**src/sensor_seq_pkg.sv**
```systemverilog
// shared constants and types of the measurement sequencer
`default_nettype none
package sensor_seq_pkg;
  // timebase
  localparam int unsigned CLK_HZ = 100_000_000;
  localparam int unsigned CYC_PER_MS = CLK_HZ / 1000;
  localparam int unsigned NVM_WRITE_TIME_MS = 77;
  localparam int unsigned RATE_COUNT = 5;
  // register byte offsets
  localparam logic [5:0] OFS_CMD = 6'h00;
  localparam logic [5:0] OFS_STATUS = 6'h04;
  localparam logic [5:0] OFS_RES_T = 6'h08;
  localparam logic [5:0] OFS_RES_H = 6'h0c;
  localparam logic [5:0] OFS_CFG = 6'h10;
  localparam logic [5:0] OFS_MM_T = 6'h14;
  localparam logic [5:0] OFS_MM_H = 6'h18;
  localparam logic [5:0] OFS_THR = 6'h1c;
  localparam logic [5:0] OFS_THR_LAST = 6'h28;
  // command word fields
  localparam int unsigned CMD_CODE_LSB = 0;
  localparam int unsigned CMD_CODE_W = 4;
  localparam int unsigned CMD_CT_LSB = 4;
  localparam int unsigned CMD_RATE_LSB = 6;
  localparam int unsigned CMD_NVM_EN_BIT = 9;
  // status bits that drive the alert pin
  localparam int unsigned ST_ALL_BIT = 15;
  localparam int unsigned ST_HUM_BIT = 11;
  localparam int unsigned ST_TMP_BIT = 10;
  localparam int unsigned ST_HIGH_BIT = 4;
  // result and history values after clearing or reset
  localparam logic [15:0] TEMP_CLEARED = 16'hffff;
  localparam logic [15:0] HUM_CLEARED = 16'hffff;
  localparam logic [15:0] MIN_T_INIT = 16'hffff;
  localparam logic [15:0] MAX_T_INIT = 16'h0000;
  localparam logic [15:0] MIN_H_INIT = 16'hffff;
  localparam logic [15:0] MAX_H_INIT = 16'h0000;
  // thresholds, index 0 set high, 1 clear high, 2 set low, 3 clear low
  localparam int unsigned THR_SET_HI = 0;
  localparam int unsigned THR_CLR_HI = 1;
  localparam int unsigned THR_SET_LO = 2;
  localparam int unsigned THR_CLR_LO = 3;
  localparam logic [3:0][15:0] THR_RST =
    {16'h3869, 16'h3266, 16'hcb2d, 16'hcd33};
  localparam logic [15:0] HUM_MASK = 16'hfe00;
  localparam logic [15:0] TMP_MASK = 16'h01ff;
  // check byte
  localparam logic [7:0] CRC_POLY = 8'h31;
  localparam logic [7:0] CRC_INIT = 8'hff;
  // bus answers
  localparam logic [1:0] RESP_OKAY = 2'h0;
  localparam logic [1:0] RESP_SLVERR = 2'h2;
  localparam logic [1:0] RESP_DECERR = 2'h3;

  typedef enum logic [3:0] {
    CMD_NONE = 4'h0, CMD_SOFT_RESET = 4'h1, CMD_GCALL_RESET = 4'h2,
    CMD_TRIGGER = 4'h3, CMD_AUTO_ON = 4'h4, CMD_AUTO_EXIT = 4'h5,
    CMD_CLR_STATUS = 4'h6, CMD_NVM_STATE = 4'h7
  } cmd_t;

  typedef enum logic [1:0] {
    ST_SLEEP = 2'b00, ST_CONV = 2'b01, ST_AUTO_WAIT = 2'b10, ST_NVM = 2'b11
  } mode_t;

  typedef struct packed {
    logic read;
    logic write;
    logic [5:0] address;
    logic [31:0] writedata;
  } avs_req_t;

  typedef struct packed {
    logic [31:0] readdata;
    logic [1:0] response;
    logic waitrequest;
  } avs_rsp_t;

  typedef struct packed {
    logic sclk;
    logic sdata;
    logic frame;
  } fe_link_t;

  // sampling period in ms, rate 0 is fastest
  function automatic logic [15:0] period_ms(input logic [2:0] r);
    case (r)
      3'h0: return 16'h0064;
      3'h1: return 16'h00fa;
      3'h2: return 16'h01f4;
      3'h3: return 16'h03e8;
      default: return 16'h07d0;
    endcase
  endfunction

  function automatic logic [7:0] crc8(input logic [15:0] d);
    logic [7:0] c;
    c = CRC_INIT;
    for (int i = 15; i >= 0; i--) begin
      c = (c[7] ^ d[i]) ? ((c << 1) ^ CRC_POLY) : (c << 1);
    end
    return c;
  endfunction
endpackage
`default_nettype wire

```
**src/sync2.sv**
```systemverilog
// two flip-flop synchroniser for pin and link inputs
`default_nettype none
module sync2 #(
  parameter int unsigned W = 1
) (
  // clock, reset, enable
  input wire logic clk_in,
  input wire logic resetn_in,
  input wire logic ce_in,
  // data
  input wire logic [W-1:0] d_in,
  output wire logic [W-1:0] q_out
);
  typedef struct packed {
    logic [W-1:0] s1;
    logic [W-1:0] s2;
  } sy_t;
  sy_t s, n;

  always_comb begin
    n.s1 = d_in;
    n.s2 = s.s1;
  end

  always_ff @(posedge clk_in or negedge resetn_in) begin
    if (!resetn_in) begin
      s <= '0;
    end else if (ce_in) begin
      s <= n;
    end
  end

  assign q_out = s.s2;
endmodule
`default_nettype wire

```
**src/alert_track.sv**
```systemverilog
// hysteresis trackers for temperature and humidity alerts
`default_nettype none
module alert_track (
  // clock, reset, enable
  input wire logic clk_in,
  input wire logic resetn_in,
  input wire logic ce_in,
  // control pulses
  input wire logic upd_in,
  input wire logic clr_in,
  input wire logic rst_in,
  // truncated sample and thresholds
  input wire logic [15:0] sample_in,
  input wire logic [3:0][15:0] thr_in,
  // {hum low, hum high, temp low, temp high}
  output wire logic [3:0] act_out
);
  import sensor_seq_pkg::*;
  typedef struct packed {
    logic [3:0] act;
  } trk_t;
  trk_t s, n;
  logic [3:0] trip;
  logic [3:0] rel;

  genvar q;
  generate
    for (q = 0; q < 2; q++) begin : g_qty
      localparam logic [15:0] QMASK = (q == 0) ? TMP_MASK : HUM_MASK;
      logic [15:0] v, sh, ch, sl, cl;
      logic en;
      assign v = sample_in & QMASK;
      assign sh = thr_in[THR_SET_HI] & QMASK;
      assign ch = thr_in[THR_CLR_HI] & QMASK;
      assign sl = thr_in[THR_SET_LO] & QMASK;
      assign cl = thr_in[THR_CLR_LO] & QMASK;
      // low above high switches tracking off for this quantity
      assign en = sl <= sh;
      assign trip[2*q] = en && (v > sh);
      assign rel[2*q] = !en || (v < ch);
      assign trip[2*q+1] = en && (v < sl);
      assign rel[2*q+1] = !en || (v > cl);
    end
  endgenerate

  always_comb begin
    n = s;
    if (clr_in) begin
      n.act = '0;
    end
    // a fresh trip wins over a clear in the same cycle
    if (upd_in) begin
      n.act = trip | (n.act & ~rel);
    end
    if (rst_in) begin
      n.act = '0;
    end
  end

  always_ff @(posedge clk_in or negedge resetn_in) begin
    if (!resetn_in) begin
      s <= '0;
    end else if (ce_in) begin
      s <= n;
    end
  end

  assign act_out = s.act;
endmodule
`default_nettype wire

```
**src/humidity_temp_measure_sequencer.sv**
```systemverilog
// measurement sequencer with alert tracking behind an Avalon-MM slave
//
// Design decisions made here: the register addresses and the Avalon-MM register port.
`default_nettype none
// Summary of operation
// general call reset acts as soft reset
// trigger wakes, converts temp then humidity, sleeps
// host waits conversion time before reading
// readout gives temp, check, humidity, check
// read before conversion completes is refused
// auto mode repeats conversions at set period
// auto enable picks twenty period/time combinations
// host keeps auto rate at most one per second
// auto result cleared after readout to maximum
// exit command aborts conversion, enters sleep
// history starts at extreme opposite values
// history updates only in auto, always readable
// history restarts only on reset events
// reset enters sleep or stored auto setting
// host sleeps device before storage write, waits
// alert pin follows status bits 15,11,10,4
// alert sets on event, clears on end/clear
// alert function active after every reset
// alert low while reset pin held
// high trip sets, high release clears alert
// low trip sets, low release clears alert
// host programs separated thresholds before measuring
// host stays silent 77 ms after storage write
// thresholds compare 7 humidity, 9 temperature bits
// low trip above high trip disables tracking
// comparisons and history once per conversion
module humidity_temp_measure_sequencer #(
  parameter int unsigned CYC_PER_MS = sensor_seq_pkg::CYC_PER_MS,
  parameter logic NVM_AUTO_EN = 1'b0,
  parameter logic [2:0] NVM_RATE = 3'h3,
  parameter logic [1:0] NVM_CT = 2'h0
) (
  // clock, reset, enable
  input wire logic clk_in,
  input wire logic resetn_in,
  input wire logic ce_in,
  // register bus
  input wire sensor_seq_pkg::avs_req_t avs_req_in,
  output wire sensor_seq_pkg::avs_rsp_t avs_rsp_out,
  // converter front end
  input wire sensor_seq_pkg::fe_link_t fe_link_in,
  output wire logic fe_start_out,
  output wire logic [1:0] fe_conv_time_out,
  // pins
  input wire logic hw_reset_pin_n_in,
  output wire logic alert_out
);
  import sensor_seq_pkg::*;

  localparam logic [31:0] NVM_CYCLES =
    32'(NVM_WRITE_TIME_MS * CYC_PER_MS);

  typedef struct packed {
    avs_rsp_t rsp;
    mode_t mode;
    logic auto_on;
    logic [2:0] rate;
    logic [1:0] ct;
    logic [31:0] tick;
    logic valid;
    logic [15:0] temp;
    logic [15:0] hum;
    logic [15:0] min_t;
    logic [15:0] max_t;
    logic [15:0] min_h;
    logic [15:0] max_h;
    logic [3:0][15:0] thr;
    logic [31:0] shift;
    logic sclk_prev;
    logic frame_prev;
    logic upd;
    logic clr_stat;
    logic nvm_en;
    logic [2:0] nvm_rate;
    logic [1:0] nvm_ct;
    logic start;
    logic alert;
  } state_t;

  function automatic logic [31:0] period_cycles(input logic [2:0] r);
    return 32'(period_ms(r)) * 32'(CYC_PER_MS);
  endfunction

  // stored setting survives reset events; bus answer is left alone
  function automatic state_t apply_reset(input state_t x);
    state_t y;
    y = x;
    y.valid = 1'b0;
    y.temp = TEMP_CLEARED;
    y.hum = HUM_CLEARED;
    y.min_t = MIN_T_INIT;
    y.max_t = MAX_T_INIT;
    y.min_h = MIN_H_INIT;
    y.max_h = MAX_H_INIT;
    y.thr = THR_RST;
    y.shift = '0;
    y.upd = 1'b0;
    y.clr_stat = 1'b0;
    y.alert = 1'b0;
    if (x.nvm_en) begin
      y.auto_on = 1'b1;
      y.rate = x.nvm_rate;
      y.ct = x.nvm_ct;
      y.mode = ST_CONV;
      y.start = 1'b1;
      y.tick = period_cycles(x.nvm_rate);
    end else begin
      y.auto_on = 1'b0;
      y.mode = ST_SLEEP;
      y.start = 1'b0;
      y.tick = '0;
    end
    return y;
  endfunction

  function automatic state_t por_state();
    state_t y;
    y = '0;
    y.rsp.waitrequest = 1'b1;
    y.nvm_en = NVM_AUTO_EN;
    y.nvm_rate = NVM_RATE;
    y.nvm_ct = NVM_CT;
    return apply_reset(y);
  endfunction

  localparam state_t S_POR = por_state();

  state_t s, n;
  logic [3:0] sy;
  fe_link_t lk;
  logic pin_ok;
  logic [3:0] trk_act;
  logic acc;
  logic done;
  logic rst_evt;
  logic thr_hit;
  logic [1:0] thr_idx;
  logic [5:0] addr;
  logic [31:0] wd;
  logic [15:0] status;
  cmd_t cmd;

  sync2 #(
    .W(4)
  ) u_sync (
    .clk_in(clk_in),
    .resetn_in(resetn_in),
    .ce_in(ce_in),
    .d_in({hw_reset_pin_n_in, fe_link_in}),
    .q_out(sy)
  );

  assign pin_ok = sy[3];
  assign lk = fe_link_t'(sy[2:0]);
  assign addr = avs_req_in.address;
  assign wd = avs_req_in.writedata;
  assign cmd = cmd_t'(wd[CMD_CODE_LSB +: CMD_CODE_W]);
  assign acc = ce_in && (avs_req_in.read || avs_req_in.write)
    && s.rsp.waitrequest;
  assign thr_hit = (addr >= OFS_THR) && (addr <= OFS_THR_LAST);
  assign thr_idx = 2'((addr - OFS_THR) >> 2);
  assign done = (s.mode == ST_CONV) && s.frame_prev && !lk.frame;

  // only the truncated form takes part in the comparison
  alert_track u_track (
    .clk_in(clk_in),
    .resetn_in(resetn_in),
    .ce_in(ce_in),
    .upd_in(s.upd),
    .clr_in(s.clr_stat),
    .rst_in(rst_evt),
    .sample_in({s.hum[15:9], s.temp[15:7]}),
    .thr_in(s.thr),
    .act_out(trk_act)
  );

  always_comb begin
    n = s;
    n.upd = 1'b0;
    n.clr_stat = 1'b0;
    rst_evt = 1'b0;
    status = '0;
    status[ST_TMP_BIT] = trk_act[0] | trk_act[1];
    status[ST_HUM_BIT] = trk_act[2] | trk_act[3];
    status[ST_HIGH_BIT] = trk_act[0] | trk_act[2];
    status[ST_ALL_BIT] = |trk_act;
    // link shift register, sampled on synchronised clock edges
    n.sclk_prev = lk.sclk;
    n.frame_prev = lk.frame;
    if (lk.frame && lk.sclk && !s.sclk_prev) begin
      n.shift = {s.shift[30:0], lk.sdata};
    end
    if (s.tick != '0) begin
      n.tick = s.tick - 32'h1;
    end
    case (s.mode)
      ST_CONV: begin
        if (done) begin
          n.temp = s.shift[31:16];
          n.hum = s.shift[15:0];
          n.valid = 1'b1;
          n.upd = 1'b1;
          n.start = 1'b0;
          if (s.auto_on) begin
            n.mode = ST_AUTO_WAIT;
            if (n.temp < s.min_t) n.min_t = n.temp;
            if (n.temp > s.max_t) n.max_t = n.temp;
            if (n.hum < s.min_h) n.min_h = n.hum;
            if (n.hum > s.max_h) n.max_h = n.hum;
          end else begin
            n.mode = ST_SLEEP;
          end
        end
      end
      ST_AUTO_WAIT: begin
        if (s.tick == '0) begin
          n.mode = ST_CONV;
          n.start = 1'b1;
          n.tick = period_cycles(s.rate);
        end
      end
      ST_NVM: begin
        if (s.tick == '0) begin
          n.mode = ST_SLEEP;
        end
      end
      ST_SLEEP: begin
      end
      default: n.mode = ST_SLEEP;
    endcase
    // one wait state per access
    n.rsp.waitrequest = 1'b1;
    if (acc) begin
      n.rsp.waitrequest = 1'b0;
      n.rsp.response = RESP_OKAY;
      n.rsp.readdata = '0;
      if (avs_req_in.write) begin
        if (addr == OFS_CMD) begin
          // storage write in progress: commands are dropped
          if (s.mode != ST_NVM) begin
            case (cmd)
              CMD_SOFT_RESET, CMD_GCALL_RESET: begin
                rst_evt = 1'b1;
                n = apply_reset(n);
              end
              CMD_TRIGGER: begin
                if (s.mode == ST_SLEEP && !s.auto_on) begin
                  n.ct = wd[CMD_CT_LSB +: 2];
                  n.valid = 1'b0;
                  n.mode = ST_CONV;
                  n.start = 1'b1;
                end
              end
              CMD_AUTO_ON: begin
                if (wd[CMD_RATE_LSB +: 3] < 3'(RATE_COUNT)) begin
                  n.auto_on = 1'b1;
                  n.rate = wd[CMD_RATE_LSB +: 3];
                  n.ct = wd[CMD_CT_LSB +: 2];
                  n.valid = 1'b0;
                  n.mode = ST_CONV;
                  n.start = 1'b1;
                  n.tick = period_cycles(wd[CMD_RATE_LSB +: 3]);
                end
              end
              CMD_AUTO_EXIT: begin
                n.auto_on = 1'b0;
                n.mode = ST_SLEEP;
                n.start = 1'b0;
                n.tick = '0;
              end
              CMD_CLR_STATUS: n.clr_stat = 1'b1;
              CMD_NVM_STATE: begin
                if (s.mode == ST_SLEEP && !s.auto_on
                    && wd[CMD_RATE_LSB +: 3] < 3'(RATE_COUNT)) begin
                  n.nvm_en = wd[CMD_NVM_EN_BIT];
                  n.nvm_rate = wd[CMD_RATE_LSB +: 3];
                  n.nvm_ct = wd[CMD_CT_LSB +: 2];
                  n.mode = ST_NVM;
                  n.tick = NVM_CYCLES;
                end
              end
              default: begin
              end
            endcase
          end
        end else if (thr_hit) begin
          n.thr[thr_idx] = wd[15:0];
        end else begin
          n.rsp.response = RESP_DECERR;
        end
      end else begin
        case (addr)
          OFS_STATUS: n.rsp.readdata = 32'(status);
          OFS_RES_T: begin
            if (s.valid) begin
              n.rsp.readdata = 32'({crc8(s.temp), s.temp});
            end else begin
              n.rsp.response = RESP_SLVERR;
            end
          end
          OFS_RES_H: begin
            if (s.valid) begin
              n.rsp.readdata = 32'({crc8(s.hum), s.hum});
              // a result landing now must not be wiped
              if (s.auto_on && !done) begin
                n.temp = TEMP_CLEARED;
                n.hum = HUM_CLEARED;
              end
            end else begin
              n.rsp.response = RESP_SLVERR;
            end
          end
          OFS_CFG: n.rsp.readdata = 32'({s.nvm_ct, s.nvm_rate, s.nvm_en,
            s.ct, s.rate, s.auto_on, s.mode});
          OFS_MM_T: n.rsp.readdata = {s.max_t, s.min_t};
          OFS_MM_H: n.rsp.readdata = {s.max_h, s.min_h};
          default: begin
            if (thr_hit) begin
              n.rsp.readdata = 32'(s.thr[thr_idx]);
            end else begin
              n.rsp.response = RESP_DECERR;
            end
          end
        endcase
      end
    end
    // reset pin held: all but the bus answer, the stored setting, the link edge flags and, with stored auto off, rate and ct stay at reset values
    if (!pin_ok) begin
      rst_evt = 1'b1;
      n = apply_reset(n);
    end
    n.alert = pin_ok && (status[ST_ALL_BIT] | status[ST_HUM_BIT]
      | status[ST_TMP_BIT] | status[ST_HIGH_BIT]);
  end

  always_ff @(posedge clk_in or negedge resetn_in) begin
    if (!resetn_in) begin
      s <= S_POR;
    end else if (ce_in) begin
      s <= n;
    end
  end

  assign avs_rsp_out = s.rsp;
  assign fe_start_out = s.start;
  assign fe_conv_time_out = s.ct;
  assign alert_out = s.alert;
endmodule
`default_nettype wire

```
**config.mk**
```make
export PLATFORM = sky130hd
export DESIGN_NAME = humidity_temp_measure_sequencer
export DESIGN_NICKNAME = d
export VERILOG_FILES = /design/src/sensor_seq_pkg.sv /design/src/sync2.sv /design/src/alert_track.sv /design/src/humidity_temp_measure_sequencer.sv
export SDC_FILE = /design/constraint.sdc
export NUM_CORES = 1
export LEC_CHECK = 0
export BUFFER_PORTS_ARGS = -buffer_cell sky130_fd_sc_hd__buf_2
export CORE_MARGIN = 2
export CORE_UTILIZATION = 50
export DETAILED_ROUTE_END_ITERATION = 7
export GPL_TIMING_DRIVEN = 0
export PLACE_DENSITY = 0.65
export SETUP_SLACK_MARGIN = 0.2
export SLEW_MARGIN = 20
export SYNTH_ARGS = -nofsm -noshare
export SYNTH_HDL_FRONTEND = slang
export SYNTH_SLANG_ARGS = --single-unit
```
**constraint.sdc**
```tcl
create_clock -name clk_in -period 9.2 [get_ports clk_in]
set_input_delay 0.92 -clock clk_in [delete_from_list [all_inputs] [get_ports clk_in]]
set_output_delay 0.92 -clock clk_in [all_outputs]
set_load 0.02 [all_outputs]
```
==> flow_summary.toml <==
[drt]
drtAntennaViolNets = 0
drtIter0Drc = 2074
viasPerCell = 6.28
totalWireLength_um = 86100
drt_pass1_iterations = 6
drcViolationCount = 0
wire_per_inst_um = 24.2
num_vias = 22400

[critical_path]
r2r_slack_ns = 2.28
r2r_end = "s[228]"
r2r-start = "s[244]"
end_kind = "flip-flop"
r2r_cells = 24
worstPathArrival_ns = 8.59
path_class = "in2reg"
cp_max_fo = 10
start_kind = "input pin"
crit_required_ns = 9.64

[floorplan]
core_area_sq_um = 48600
start_util = 0.503
io_pins = 86
die_w_um = 225
die_h_um = 225
die_area_sq_um = 50700
fp-row-count = 81

[clocking]
cts_inserted_buffers = 36
htree_levels = 2
cts_root_buf = "clkbuf_16"
clock_sinks = 292
ctsResizeCount = 0
postCtsSetupBuffers = 0
clockBufferDepth = 3
tritoncts = "built"
cts_hold_buf = 0
cts.clk_slew.worst_paths_ns = 0.06
insertion_delay_ns = 0.56

[yosys]
ys_seq_elements = 292
ys_seq_area_frac = 0.304
synth-edff-count = 0
postSynthAreaPerCell_sq_um = 8.79
yosysUniqueCellTypes = 83
synth_top_area_share = 0.197
synth_area_leaders = "dfrtp_1 (20%), ha_1 (17%), dfstp_2 (11%), nand2_1 (4.5%), a21oi_1 (4.4%)"
synth_top_cell_by_area = "dfrtp_1"
ys.flop_type = "dfrtp_1"
synth_async_sr_flop_share = 1.00
syn_area_sq_um = 24500
syn-instance-count = 2784
ys.warnings.count = 0

[global_routing]
antenna_found_initial = 2
grt_pass1_wl_um = 130000
grt_pass1_vias = 21600
overflow = 0
grt_max_degree = 78
track_usage = 0.338

[final_layout]
area_growth_pct = 10.3
final_common_cell = "ha_1"
fill_cells = 4530
most-common-layout-cells = "ha_1 (328), nand2_1 (294), inv_1 (254)"
fin_nets = 3316
stdcell_count = 3562
drive_gt1_frac = 0.109

[sta]
setup_ws_ns = 1.05
hold_viol_final = 0
max-slew-margin-rel = 0.236
worstMarginPinSlew_ns = 1.14
setup_tns_ns = 0
fin_skew_ns = 0.0217
slew_violations = 0
min_period_ns = 8.15
rsz0062_at_grt = "false"
max_freq_mhz = 123
setup_viol = 0
finalCritPeriodShare = 0.886

[flow_run]
max_cap_violations = 0

[pwr]
powerDensity_nw_per_um2 = 155
vdd_drop_max_uv = 155
power_mw = 4.18
power.leakage_nw = 12.8

[outcome]
outcome = "completed"

[placement]
dp_hpwl_um = 66700
io_buffers = 64
dp_cells = 3494
dp_slack_ns = 0.497
place_congestion = 0.966

[worst_hold_path]
hold_path_class = "in2async"
-- registers in the layout, summed over array words and instances (netlist names) --
signal,cells
u_track.act_out,4
fe_conv_time_out,2
avs_rsp_out,35
u_sync.n,4
s,241
fe_start_out,1
u_sync.q_out,4
alert_out,1
-- cell families (layout without fill, tap and decap cells) --
kind of cell | count (synthesis) | in the layout | synth area share
AO/OA/AOI/OAI | 818 | 818 | 0.223
flip-flops | 292 | 292 | 0.304
other | 2 | 25 | 0.000307
AND/OR/NAND/NOR | 689 | 689 | 0.130
XOR/XNOR | 153 | 153 | 0.0547
buffers and inverters | 441 | 574 | 0.0742
adder cells (fa/ha/maj) | 359 | 359 | 0.193
multiplexers | 30 | 30 | 0.0209
-- layer usage --
metal,up-vias,GRT usage,wire length [um]
li1,10100,-,-
met3,194,0.0454,6440
met5,-,0,0
met4,0,0.147,4100
met2,1047,0.545,39000
met1,11000,0.456,36500
-- cell usage after synthesis (22+ instances only) --
master,n
a21o_1,56
o21ai_0,128
clkbuf_1,122
a21oi_1,213
nand3_1,45
inv_1,254
xor2_1,58
xnor2_1,95
nor2_1,149
nand4_1,22
fa_1,31
a211oi_1,44
o21ai_1,38
nand2b_1,31
a22oi_1,25
and3_1,22
dfstp_2,99
buf_4,37
a22o_1,67
nand2_1,294
nor3_1,27
dfrtp_1,193
ha_1,328
nor2b_1,24
o22a_1,64
-- worst max-delay path by stage --
| stage | from | to | slack [ns] | cells after the start |
|---|---|---|---|---|
| after CTS | avs_req_in[34] | s[228] | 1.06 | 26 |
| final | avs_req_in[34] | s[228] | 1.05 | 26 |
| after global routing | avs_req_in[34] | s[228] | 0.53 | 26 |
| after floorplan | avs_req_in[34] | s[226] | 2.71 | 26 |
| after global placement | avs_req_in[34] | s[228] | 0.64 | 26 |
| after detailed placement | avs_req_in[34] | s[228] | 0.50 | 26 |
-- per-stage QoR --
stage / cell area (sq um) / utilization / hold slack (ns)
3_3_place_gp: 25700 / 0.527 / 0.459
2_1_floorplan: 24600 / - / 0.447
6_report: 27000 / 0.555 / 0.321
5_1_grt: 27000 / 0.555 / 0.363
4_1_cts: 27000 / 0.555 / 0.334
3_5_place_dp: 25800 / 0.529 / 0.466
-- critical path, stage by stage --
cell and delay, ns:
buf_2 0.16, clkbuf_1 0.57, buf_1 0.76, inv_1 0.25
ha_1 0.36, nand4_1 0.42, nor2_1 0.42, nand2_1 0.15
a21boi_1 0.48, inv_2 0.13, nor2_1 0.43, ha_1 0.36
xnor2_1 0.16, fa_1 0.48, inv_1 0.04, ha_1 0.21
fa_1 0.46, nand3_1 0.10, nand3_1 0.15, o2111ai_1 0.20
a31oi_1 0.17, o311ai_0 0.57, nand2b_1 0.14, nor3_1 0.16
a31oi_1 0.06, o211ai_1 0.26
-- layout make-up --
class	instances	area, sq um	area share
buffer	180	836	0.0310
inverter	261	980	0.0363
sequential	292	7430	0.275
clock buffer	57	1120	0.0416
antenna	2	5.00	0.000185
timing repair buffer	67	413	0.0153
multi-input combinational	2072	15300	0.567
clock inverter	9	114	0.00422
tap	622	778	0.0288
-- where the power goes --
part	leakage (nW)	switching [mW]	internal (mW)
registers	3.63	0.135	1.43
clock network	0.597	0.611	0.898
logic	8.54	0.659	0.446
(Power assumes the default switching activity.)
